`src/verilog/cmpc_pkg.sv`:
```
/*
  Shared constants and carrier types for the dual comparator control block.
  Assumes a 32-bit AXI4-Lite register bus with byte address equal to four
  times the register index.
*/
package cmpc_pkg;

  ////////////////////////////////////////////////////////////////////////////
  // Bus and register map
  localparam int          ADDR_W       = 16;
  localparam int          NUM_CMP      = 2;
  localparam logic [11:0] IDX_C2_MAIN  = 12'hF35;
  localparam logic [11:0] IDX_C2_EDGE  = 12'hF36;
  localparam logic [11:0] IDX_C2_MINUS = 12'hF37;
  localparam logic [11:0] IDX_C2_PLUS  = 12'hF38;
  localparam logic [11:0] IDX_C1_MAIN  = 12'hF39;
  localparam logic [11:0] IDX_C1_EDGE  = 12'hF3A;
  localparam logic [11:0] IDX_C1_MINUS = 12'hF3B;
  localparam logic [11:0] IDX_C1_PLUS  = 12'hF3C;
  localparam logic [11:0] IDX_MIRROR   = 12'hF3D;
  localparam logic [11:0] IDX_IRQ_FLAG = 12'hF3E;
  localparam logic [11:0] IDX_IRQ_EN   = 12'hF3F;
  localparam logic [1:0]  RESP_OKAY    = 2'h0;
  localparam logic [1:0]  RESP_SLVERR  = 2'h2;

  ////////////////////////////////////////////////////////////////////////////
  // Field positions
  localparam int BIT_ON     = 7;
  localparam int BIT_RESULT = 6;
  localparam int BIT_INV    = 4;
  localparam int BIT_HYS    = 1;
  localparam int BIT_SYNC   = 0;
  localparam int BIT_RISE   = 1;
  localparam int BIT_FALL   = 0;
  localparam int SEL_W      = 3;
  localparam int ROUTE_W    = 8;

  ////////////////////////////////////////////////////////////////////////////
  // Input select codes; route bit n closes the switch for code n
  localparam logic [2:0] SEL_GND      = 3'h7;
  localparam logic [2:0] SEL_FVR_TWO  = 3'h6;
  localparam logic [2:0] SEL_DAC      = 3'h5;
  localparam logic [2:0] SEL_PIN_ONE  = 3'h1;
  localparam logic [2:0] SEL_PIN_ZERO = 3'h0;
  localparam logic [7:0] PLUS_LIVE    = 8'hE3;
  localparam logic [7:0] MINUS_LIVE   = 8'hCF;

  ////////////////////////////////////////////////////////////////////////////
  // Carriers
  typedef struct packed {
    logic             cmpOnBit;
    logic             cmpInvertSelect;
    logic             hysteresisEnable;
    logic             syncSelect;
    logic             riseIrqEnable;
    logic             fallIrqEnable;
    logic [SEL_W-1:0] minusInputSelect;
    logic [SEL_W-1:0] plusInputSelect;
  } cmpc_ctrl_t;

  typedef struct packed {
    logic               enable;
    logic               hysteresisEnable;
    logic [ROUTE_W-1:0] plusRoute;
    logic [ROUTE_W-1:0] minusRoute;
  } cmpc_ana_t;

  typedef struct packed {
    logic waveformShutdownSourceEnable;
    logic adcTriggerSelect;
    logic timerExternalResetSelect;
  } cmpc_route_t;

  localparam cmpc_ctrl_t CTRL_RESET = '0;
  localparam cmpc_ana_t  ANA_RESET  = '0;

endpackage

```
`src/verilog/cmpc_top.sv`:
```
/*
  Digital control of two comparators: polarity, result register, timer
  synchronised output, edge flags, input routing and trigger outputs, with
  an AXI4-Lite register slave. Assumes the analog core, the timer clock
  (already prescaled) and all other inputs are synchronous to clk.
*/
// Register access over AXI4-Lite was chosen for this implementation.
`timescale 1ns/1ps

// Overview of operation
// - Sync mode latches result on timer falling edge
// - Latch uses prescaled timer clock input
// - Sync uses only the one shared timer clock
// - Rise and fall detectors set enabled flag
// - Flag cleared by write; new edge wins
// - Edges seen after polarity, even when disabled
// - Plus select decode: ground, buffer, DAC, pins
// - Minus select decode: ground, buffer, four pins
// - Disabled comparator opens every input switch
// - Active output with enable shuts waveform generator
// - Rising output starts one ADC conversion
// - Rising output resets selected even timer
// - Sync output freezes in sleep on system clock
// - Enabled set flag wakes device from sleep
// - Main control bit layout, all reset zero
// - Invert bit inverts, clear passes result
// - Disabled comparator raw output is zero
// - Result registered each cycle, readable twice
module cmpc_top
(
  // Clock, reset, enable
  input  wire logic                       clk,
  input  wire logic                       reset,
  input  wire logic                       ce,
  // AXI4-Lite slave
  input  wire logic [cmpc_pkg::ADDR_W-1:0] s_axi_awaddr,
  input  wire logic                       s_axi_awvalid,
  output logic                            s_axi_awready,
  input  wire logic [31:0]                s_axi_wdata,
  input  wire logic [3:0]                 s_axi_wstrb,
  input  wire logic                       s_axi_wvalid,
  output logic                            s_axi_wready,
  output logic [1:0]                      s_axi_bresp,
  output logic                            s_axi_bvalid,
  input  wire logic                       s_axi_bready,
  input  wire logic [cmpc_pkg::ADDR_W-1:0] s_axi_araddr,
  input  wire logic                       s_axi_arvalid,
  output logic                            s_axi_arready,
  output logic [31:0]                     s_axi_rdata,
  output logic [1:0]                      s_axi_rresp,
  output logic                            s_axi_rvalid,
  input  wire logic                       s_axi_rready,
  // Analog core, index 0 is comparator one
  input  wire logic [1:0]                 cmpRaw,
  output cmpc_pkg::cmpc_ana_t             anaCtrl [cmpc_pkg::NUM_CMP],
  // Timer and power
  input  wire logic                       tmrClkPre,
  input  wire logic                       tmrClkIsSys,
  input  wire logic                       sleepMode,
  // Routing selects from other peripherals
  input  wire cmpc_pkg::cmpc_route_t      routeSel [cmpc_pkg::NUM_CMP],
  // Outputs to peripherals
  output logic [1:0]                      gateOut,
  output logic [1:0]                      shutdownReq,
  output logic [1:0]                      adcTrig,
  output logic [1:0]                      timerRst,
  output logic [1:0]                      irqFlag,
  output logic                            wakeReq
);

  ////////////////////////////////////////////////////////////////////////////
  // Functions
  function automatic logic [11:0] cmpBase(input logic two);
    return two ? cmpc_pkg::IDX_C2_MAIN : cmpc_pkg::IDX_C1_MAIN;
  endfunction

  function automatic logic [7:0] routeDecode(input logic on, input logic [2:0] sel,
                                             input logic [7:0] live);
    logic [7:0] oneHot;
    oneHot = 8'h01 << sel;
    return on ? (oneHot & live) : 8'h00;
  endfunction

  function automatic logic [11:0] regIdx(input logic [cmpc_pkg::ADDR_W-1:0] a);
    return a[13:2];
  endfunction

  function automatic logic mapped(input logic [cmpc_pkg::ADDR_W-1:0] a);
    return (a[15:14] == 2'h0) && (a[13:2] >= cmpc_pkg::IDX_C2_MAIN)
           && (a[13:2] <= cmpc_pkg::IDX_IRQ_EN);
  endfunction

  ////////////////////////////////////////////////////////////////////////////
  // State
  cmpc_pkg::cmpc_ctrl_t        ctrlQ [cmpc_pkg::NUM_CMP];
  logic [1:0]                  resultQ;
  logic [1:0]                  prevQ;
  logic [1:0]                  syncLatchQ;
  logic                        tmrPrevQ;
  logic [1:0]                  flagQ;
  logic [1:0]                  irqEnQ;
  logic [cmpc_pkg::ADDR_W-1:0] awAddrQ;
  logic [7:0]                  wDataQ;
  logic                        wStrbQ;
  logic                        awHaveQ;
  logic                        wHaveQ;
  logic [1:0]                  riseEv;
  logic [1:0]                  fallEv;
  logic [1:0]                  edgeSet;
  logic                        tmrFall;
  logic                        syncRun;
  logic                        awTake;
  logic                        wTake;
  logic                        arTake;
  logic                        doWrite;
  logic                        wrEn;
  logic [11:0]                 wrIdx;
  logic [7:0]                  rdMux;
  logic                        rdCmp;

  ////////////////////////////////////////////////////////////////////////////
  // Bus slave
  assign awTake  = s_axi_awvalid & s_axi_awready;
  assign wTake   = s_axi_wvalid & s_axi_wready;
  assign arTake  = s_axi_arvalid & s_axi_arready;
  assign doWrite = awHaveQ & wHaveQ;
  assign wrIdx   = regIdx(awAddrQ);
  assign wrEn    = doWrite & wStrbQ & mapped(awAddrQ);
  // Comparator two owns the lower block of indices; no address bit splits them
  assign rdCmp   = (regIdx(s_axi_araddr) <= cmpc_pkg::IDX_C2_PLUS);

  always_ff @(posedge clk)
  begin
    if (reset)
    begin
      awHaveQ       <= 1'b0;
      wHaveQ        <= 1'b0;
      awAddrQ       <= '0;
      wDataQ        <= 8'h00;
      wStrbQ        <= 1'b0;
      s_axi_awready <= 1'b0;
      s_axi_wready  <= 1'b0;
      s_axi_bvalid  <= 1'b0;
      s_axi_bresp   <= cmpc_pkg::RESP_OKAY;
    end
    else if (ce)
    begin
      if (awTake)
      begin
        awAddrQ <= s_axi_awaddr;
      end
      if (wTake)
      begin
        wDataQ <= s_axi_wdata[7:0];
        wStrbQ <= s_axi_wstrb[0];
      end
      awHaveQ       <= (awHaveQ | awTake) & ~doWrite;
      wHaveQ        <= (wHaveQ | wTake) & ~doWrite;
      s_axi_awready <= ~(awHaveQ | awTake | doWrite) & ~(s_axi_bvalid & ~s_axi_bready);
      s_axi_wready  <= ~(wHaveQ | wTake | doWrite) & ~(s_axi_bvalid & ~s_axi_bready);
      if (doWrite)
      begin
        s_axi_bvalid <= 1'b1;
        s_axi_bresp  <= mapped(awAddrQ) ? cmpc_pkg::RESP_OKAY : cmpc_pkg::RESP_SLVERR;
      end
      else if (s_axi_bready)
      begin
        s_axi_bvalid <= 1'b0;
      end
    end
  end

  always_comb
  begin
    rdMux = 8'h00;
    case (regIdx(s_axi_araddr))
      cmpc_pkg::IDX_C1_MAIN, cmpc_pkg::IDX_C2_MAIN:
      begin
        rdMux = {ctrlQ[rdCmp].cmpOnBit, resultQ[rdCmp], 1'b0,
                 ctrlQ[rdCmp].cmpInvertSelect, 2'h0,
                 ctrlQ[rdCmp].hysteresisEnable,
                 ctrlQ[rdCmp].syncSelect};
      end
      cmpc_pkg::IDX_C1_EDGE, cmpc_pkg::IDX_C2_EDGE:
        rdMux = {6'h00, ctrlQ[rdCmp].riseIrqEnable,
                 ctrlQ[rdCmp].fallIrqEnable};
      cmpc_pkg::IDX_C1_MINUS, cmpc_pkg::IDX_C2_MINUS:
        rdMux = {5'h00, ctrlQ[rdCmp].minusInputSelect};
      cmpc_pkg::IDX_C1_PLUS, cmpc_pkg::IDX_C2_PLUS:
        rdMux = {5'h00, ctrlQ[rdCmp].plusInputSelect};
      cmpc_pkg::IDX_MIRROR:   rdMux = {6'h00, resultQ[1], resultQ[0]};
      cmpc_pkg::IDX_IRQ_FLAG: rdMux = {6'h00, flagQ};
      cmpc_pkg::IDX_IRQ_EN:   rdMux = {6'h00, irqEnQ};
      default:                rdMux = 8'h00;
    endcase
  end

  always_ff @(posedge clk)
  begin
    if (reset)
    begin
      s_axi_arready <= 1'b0;
      s_axi_rvalid  <= 1'b0;
      s_axi_rdata   <= 32'h0000_0000;
      s_axi_rresp   <= cmpc_pkg::RESP_OKAY;
    end
    else if (ce)
    begin
      if (arTake)
      begin
        s_axi_rvalid <= 1'b1;
        s_axi_rdata  <= mapped(s_axi_araddr) ? {24'h00_0000, rdMux} : 32'h0000_0000;
        s_axi_rresp  <= mapped(s_axi_araddr) ? cmpc_pkg::RESP_OKAY : cmpc_pkg::RESP_SLVERR;
      end
      else if (s_axi_rready)
      begin
        s_axi_rvalid <= 1'b0;
      end
      s_axi_arready <= ~arTake & ~(s_axi_rvalid & ~s_axi_rready);
    end
  end

  ////////////////////////////////////////////////////////////////////////////
  // Control registers, same layout for both comparators
  always_ff @(posedge clk)
  begin
    if (reset)
    begin
      ctrlQ[0] <= cmpc_pkg::CTRL_RESET;
      ctrlQ[1] <= cmpc_pkg::CTRL_RESET;
      irqEnQ   <= 2'h0;
    end
    else if (ce && wrEn)
    begin
      for (int c = 0; c < cmpc_pkg::NUM_CMP; c++)
      begin
        if (wrIdx == cmpBase(1'(c)))
        begin
          ctrlQ[c].cmpOnBit         <= wDataQ[cmpc_pkg::BIT_ON];
          ctrlQ[c].cmpInvertSelect  <= wDataQ[cmpc_pkg::BIT_INV];
          ctrlQ[c].hysteresisEnable <= wDataQ[cmpc_pkg::BIT_HYS];
          ctrlQ[c].syncSelect       <= wDataQ[cmpc_pkg::BIT_SYNC];
        end
        if (wrIdx == cmpBase(1'(c)) + 12'h001)
        begin
          ctrlQ[c].riseIrqEnable <= wDataQ[cmpc_pkg::BIT_RISE];
          ctrlQ[c].fallIrqEnable <= wDataQ[cmpc_pkg::BIT_FALL];
        end
        if (wrIdx == cmpBase(1'(c)) + 12'h002)
        begin
          ctrlQ[c].minusInputSelect <= wDataQ[2:0];
        end
        if (wrIdx == cmpBase(1'(c)) + 12'h003)
        begin
          ctrlQ[c].plusInputSelect <= wDataQ[2:0];
        end
      end
      if (wrIdx == cmpc_pkg::IDX_IRQ_EN)
      begin
        irqEnQ <= wDataQ[1:0];
      end
    end
  end

  ////////////////////////////////////////////////////////////////////////////
  // Result path and edges
  always_ff @(posedge clk)
  begin
    if (reset)
    begin
      resultQ <= 2'h0;
      prevQ   <= 2'h0;
    end
    else if (ce)
    begin
      for (int c = 0; c < cmpc_pkg::NUM_CMP; c++)
      begin
        // Raw forced low when off, so toggling on or invert still makes edges
        resultQ[c] <= (ctrlQ[c].cmpOnBit & cmpRaw[c]) ^ ctrlQ[c].cmpInvertSelect;
      end
      prevQ <= resultQ;
    end
  end

  assign riseEv = resultQ & ~prevQ;
  assign fallEv = ~resultQ & prevQ;

  always_comb
  begin
    for (int c = 0; c < cmpc_pkg::NUM_CMP; c++)
    begin
      edgeSet[c] = (riseEv[c] & ctrlQ[c].riseIrqEnable)
                 | (fallEv[c] & ctrlQ[c].fallIrqEnable);
    end
  end

  // Software may also set a flag by writing one
  always_ff @(posedge clk)
  begin
    if (reset)
    begin
      flagQ <= 2'h0;
    end
    else if (ce)
    begin
      flagQ <= ((wrEn && wrIdx == cmpc_pkg::IDX_IRQ_FLAG) ? wDataQ[1:0] : flagQ)
               | edgeSet;
    end
  end

  ////////////////////////////////////////////////////////////////////////////
  // Timer synchronised output
  // One shared timer clock; other odd timers must run from it to be in step
  assign tmrFall = tmrPrevQ & ~tmrClkPre;
  assign syncRun = ~(sleepMode & tmrClkIsSys);

  always_ff @(posedge clk)
  begin
    if (reset)
    begin
      tmrPrevQ   <= 1'b0;
      syncLatchQ <= 2'h0;
    end
    else if (ce)
    begin
      tmrPrevQ <= tmrClkPre;
      for (int c = 0; c < cmpc_pkg::NUM_CMP; c++)
      begin
        // Falling edge capture keeps clear of the timer's rising count edge
        if (ctrlQ[c].syncSelect && tmrFall && syncRun)
        begin
          syncLatchQ[c] <= resultQ[c];
        end
      end
    end
  end

  ////////////////////////////////////////////////////////////////////////////
  // Outputs
  always_ff @(posedge clk)
  begin
    if (reset)
    begin
      gateOut     <= 2'h0;
      shutdownReq <= 2'h0;
      adcTrig     <= 2'h0;
      timerRst    <= 2'h0;
      irqFlag     <= 2'h0;
      wakeReq     <= 1'b0;
      anaCtrl[0]  <= cmpc_pkg::ANA_RESET;
      anaCtrl[1]  <= cmpc_pkg::ANA_RESET;
    end
    else if (ce)
    begin
      for (int c = 0; c < cmpc_pkg::NUM_CMP; c++)
      begin
        gateOut[c]     <= ctrlQ[c].syncSelect ? syncLatchQ[c] : resultQ[c];
        shutdownReq[c] <= resultQ[c] & routeSel[c].waveformShutdownSourceEnable;
        adcTrig[c]     <= riseEv[c] & routeSel[c].adcTriggerSelect;
        timerRst[c]    <= riseEv[c] & routeSel[c].timerExternalResetSelect;
        anaCtrl[c].enable           <= ctrlQ[c].cmpOnBit;
        anaCtrl[c].hysteresisEnable <= ctrlQ[c].hysteresisEnable;
        anaCtrl[c].plusRoute  <= routeDecode(ctrlQ[c].cmpOnBit, ctrlQ[c].plusInputSelect,
                                             cmpc_pkg::PLUS_LIVE);
        anaCtrl[c].minusRoute <= routeDecode(ctrlQ[c].cmpOnBit, ctrlQ[c].minusInputSelect,
                                             cmpc_pkg::MINUS_LIVE);
      end
      irqFlag <= flagQ;
      wakeReq <= |(flagQ & irqEnQ);
    end
  end
endmodule // cmpc_top

```
`config.mk`:
```
export PLATFORM = sky130hd
export DESIGN_NAME = cmpc_top
export DESIGN_NICKNAME = d
export VERILOG_FILES = /design/src/verilog/cmpc_pkg.sv /design/src/verilog/cmpc_top.sv
export SDC_FILE = /design/constraint.sdc
export NUM_CORES = 1
export LEC_CHECK = 0
export BUFFER_PORTS_ARGS = -buffer_cell sky130_fd_sc_hd__buf_2
export CAP_MARGIN = 10
export CORE_UTILIZATION = 54
export DETAILED_ROUTE_END_ITERATION = 8
export PLACE_DENSITY = 0.9
export SYNTH_ARGS = -nofsm -noshare
export SYNTH_HDL_FRONTEND = slang
export SYNTH_SLANG_ARGS = --single-unit
```
`constraint.sdc`:
```
create_clock -name clk -period 3.4 [get_ports clk]
set_input_delay 0.17 -clock clk [delete_from_list [all_inputs] [get_ports clk]]
set_output_delay 0.17 -clock clk [all_outputs]
set_load 0.03 [all_outputs]
```
[Word-level counts from Yosys, hierarchy flattened]
Memory sizes are Yosys's and may differ from the RTL's.
Cells that the tools add are included.
Operators by class
  reductions and logical operators: 28
  shift-type cells: 4
  order comparisons: 6
  equality and inequality tests: 21
  bitwise gates (word level): 67
  muxes and demuxes: 67
Operator list (number)
  equality test 12 bit (second input constant): 21
  one-hot mux 8 bit (7 select lines): 1
  two-way mux 1 bit: 54
  two-way mux 8 bit: 5
  less-or-equal comparator 12 bit (second input constant): 3
  left shift 1 x 3 -> 8 bit (first input constant): 4
  AND 1 bit: 27
  >= comparator 12 bit (second input constant): 2
  OR 1 bit: 22
  AND reduction 2 bit: 9
  two-way mux 3 bit: 4
  logical AND 1 bit: 10
  NOT 1 bit: 10
  OR reduction 2 bit: 5
  AND 2 bit: 3
  two-way mux 2 bit: 3
  logical NOT 2 bit: 2
  NOT 2 bit: 2
  nonzero test 2 bit: 2
  less-than comparator 1 x 2 -> 1 bit (second input constant): 1
  OR 2 bit: 1
  XOR 1 bit: 2
Word-level totals
  bits in registers: 126
  memory bits (writable): 24
  memories kept: 1
  input port bits: 87
  logic and storage cells: 228
  output and inout bits: 88
Memory list
  ctrlQ: depth 2, width 12, read ports 3, clocked after memory_dff 0, wr ports 2, line cmpc_top.sv:95  | cmpc_pkg::cmpc_ctrl_t ctrlQ [cmpc_pkg::NUM_CMP];

[Longest topological paths before layout]
  depth in word-level cells: 9
  depth in mapped cells: 7

[Worst setup path after synthesis]
No wires, ideal clock.
  path kind: reg2reg
  start: register awAddrQ[9] in the netlist's numbering
  end: memory ctrlQ[0][3] in the netlist's numbering (enable)
  arrival time: 1.791 ns
  stages on the path, launching flop included: 5
  period minus slack after synthesis: 2.147 ns
  setup slack: 1.253 ns
  buffers on the path: 0
  path through: dfxtp_1 and4bb_2 nand2_1 or4b_2 o31ai_1
RTL lines
  from (decl): line cmpc_top.sv:102  | logic [cmpc_pkg::ADDR_W-1:0] awAddrQ;
  from (signal assigned): line cmpc_top.sv:150  | awAddrQ <= s_axi_awaddr;
  to (decl): line cmpc_top.sv:95

==> results.json <==
{
  "status": "finished clean",
  "placed_cells": 725,
  "cts_buffer_depth": 2,
  "cts_tree": "yes",
  "worst_pin_slew_ps": 635,
  "root_buffer": "clkbuf_8",
  "drc_errors": 0,
  "gp_congestion": 0.912,
  "vias_per_cell": 5.54,
  "fp.dieH_um": 96.7,
  "start_kind": "register",
  "leakagePower_nw": 2.26,
  "multi_input_area_mm2": 0.00220,
  "clock_latency_ps": 370,
  "crit_required_ps": 3410,
  "rsz0062_at_grt": "false",
  "holdPathStages": 3,
  "cts_setup_buffers": 0,
  "yosysSeqAreaShare_pct": 49.2,
  "most-common-layout-cells": "102 x buf_2, 83 x dfxtp_1, 77 x nand2_1",
  "synth_cells": 537,
  "finalSetupViolCount": 0,
  "hold_end": "awAddrQ[10]",
  "dp_worst_setup_slack_ps": 1020,
  "hold_viol_final": 0,
  "grt_pass1_wl_um": 18100,
  "reg2reg_slack_ps": 990,
  "drtAntennaViolNets": 0,
  "worstPathCellList": "and4bb_2, nand2_1, or4b_2, o31ai_1",
  "layout_commonest_cell": "buf_2",
  "slew_violations": 0,
  "synth_edf_count": 24,
  "antenna_found_initial": 0,
  "grt_pass1_vias": 3795,
  "drt_wl_total_um": 10800,
  "coreArea_mm2": 0.00872,
  "r2r-end": "ctrlQ[0][3]",
  "period_needed_ps": 2410,
  "max-cap-violations": 0,
  "area_delta_synth_final_pct": 12.7,
  "synth.yosys.warnings": 0,
  "start_util_pct": 55.5,
  "ys_ff_latch": 107,
  "grt_max_degree": 53,
  "instances_no_fill": 741,
  "power_density_mw_per_mm2": 437,
  "cts-htree-levels": 3,
  "clock_sink_count": 107,
  "relSlewSlack_pct": 57.2,
  "regArea_mm2": 0.00238,
  "worstPathArrival_ps": 2410,
  "ys.flop_type": "dfxtp_1",
  "dp_hpwl_um": 8010,
  "rr_worst_depth": 4,
  "overflow": 0,
  "synthDominantCellAreaShare_pct": 34.3,
  "syn-cell-area_mm2": 0.00484,
  "yosysTopAreaCell": "dfxtp_1",
  "hp-start": "s_axi_awaddr[10]",
  "setup_ws_ps": 992,
  "wl_per_cell_um": 14.6,
  "cpPeakStageDelay_ps": 690,
  "drtPass1Iterations": 5,
  "numCtsBuffers": 9,
  "io_pins": 175,
  "vias": 4102,
  "ys_types": 55,
  "die_w_um": 96.7,
  "initialDrtViolationCount": 290,
  "fp.dieArea_mm2": 0.00935,
  "nets": 715,
  "fmax_ghz": 0.415,
  "fp-row-count": 34,
  "critical_path_class": "register to register",
  "endpoint_kind": "register",
  "fill_cells": 725,
  "synthArstFlopShare_pct": 0,
  "worstReg2RegStart": "awAddrQ[9]",
  "cpMaxStageDelayCell": "or4b_2",
  "portBuffers": 102,
  "avgSynthCellArea_um2": 9.02,
  "min_path_type": "input port to register",
  "peakVddDrop_mv": 0.269,
  "hold_buffers": 0,
  "synth_area_leaders": "dfxtp_1 34%, edfxtp_1 15%, nand2_1 6.0%",
  "post_cts_resized": 0,
  "setup_tns_ps": 0,
  "clkTransAtPathRegs_ps": 100,
  "drive_above_1_share_pct": 21.2,
  "crit_path_max_fanout": 5,
  "track_usage_pct": 23.7,
  "antennaDiodeCount": 0,
  "finClkSkew_ps": 11.9,
  "period_share_pct": 70.8
}
[cell usage after synthesis (2+ instances only)]
cell type,n
dfxtp_1,83
nand2_1,77
nor2_1,57
a21oi_1,51
buf_4,38
edfxtp_1,24
mux2i_1,23
clkbuf_1,21
and2_1,19
nand3_1,17
nor3_1,13
a211oi_1,12
o21ai_0,12
nand4_1,7
a22oi_1,5
and3_1,5
inv_1,5
mux2_2,5
nor4_1,5
nor2b_1,4
a32oi_1,3
and4_1,3
o2111ai_1,3
o21ai_1,3
or4_1,3
a21o_1,2
a31oi_1,2
buf_1,2
nand4b_1,2
nor4_2,2
o21a_1,2
o31ai_1,2
or2_2,2
xor2_1,2
[layer usage]
metal	track usage [%]	part of all wire, %
met5	0	0
met4	11.3	1.9
met3	3.61	5.2
met2	40.1	50
met1	29.6	43
[final cells by class]
type                    count  area share [%]
inverters                   6           0.412
multi-input cells         399            40.3
flip-flops and latches    107            43.6
clock inverters             4           0.550
well taps                 108            2.47
clock buffers              12            2.86
repair buffers            105            9.76
[where the power goes]
group	internal, mW	leakage, nW	switching (mW)
Combinational	0.0812	1.26	0.190
Sequential	1.34	0.901	0.0440
Clock	0.317	0.0970	0.414
[registers in the layout, summed over array words and instances (netlist names), 5 cells and up]
| signal | cells |
|---|---|
| anaCtrl | 26 |
| ctrlQ | 24 |
| awAddrQ | 14 |
| s_axi_rdata | 6 |
| wDataQ | 5 |
[critical path: cells and delay by family (launching register included)]
family / cells / cell delay [ps]
AND/OR/NAND/NOR: 3 / 1170
AO/OA/AOI/OAI: 1 / 560
flip-flops: 1 / 340
[kinds of logic (layout without fill, tap and decap cells)]
kind of cell	after synthesis	count (layout)	share of synthesized area [%]
xor+xnor	3	3	0.543
flops	107	107	49.2
compound gates	102	102	12.7
simple gates	227	227	22.9
other cells	1	38	0.0774
buf+inv	68	127	8.24
mux	29	29	6.38
[worst max path at each step]
stage                          start     endpoint  slack, ps  depth (start not counted)
after global routing      awAddrQ[8]  ctrlQ[0][3]        910                          4
after floorplan           awAddrQ[9]  ctrlQ[0][3]       1250                          4
final                     awAddrQ[9]  ctrlQ[0][3]        990                          4
after detailed placement  awAddrQ[9]  ctrlQ[0][5]       1020                          4
after global placement    awAddrQ[9]  ctrlQ[0][5]       1090                          4
after CTS                 awAddrQ[9]  ctrlQ[0][3]       1010                          4
[per-stage QoR]
| step | hold slack (ps) | total power, mW | util (%) | instance area (um^2) |
|---|---|---|---|---|
| 5_1_grt | 19.5 | 2.49 | 62.6 | 5460 |
| 3_3_place_gp | 400 | 1.67 | 60.5 | 5270 |
| 2_1_floorplan | 306 | 1.63 | - | 4980 |
| 6_report | 28.3 | 2.38 | 62.6 | 5460 |
| 3_5_place_dp | 416 | 1.68 | 60.5 | 5270 |
| 4_1_cts | 13.1 | 2.40 | 62.6 | 5460 |
No activity file was read; power rests on OpenSTA's default activity.
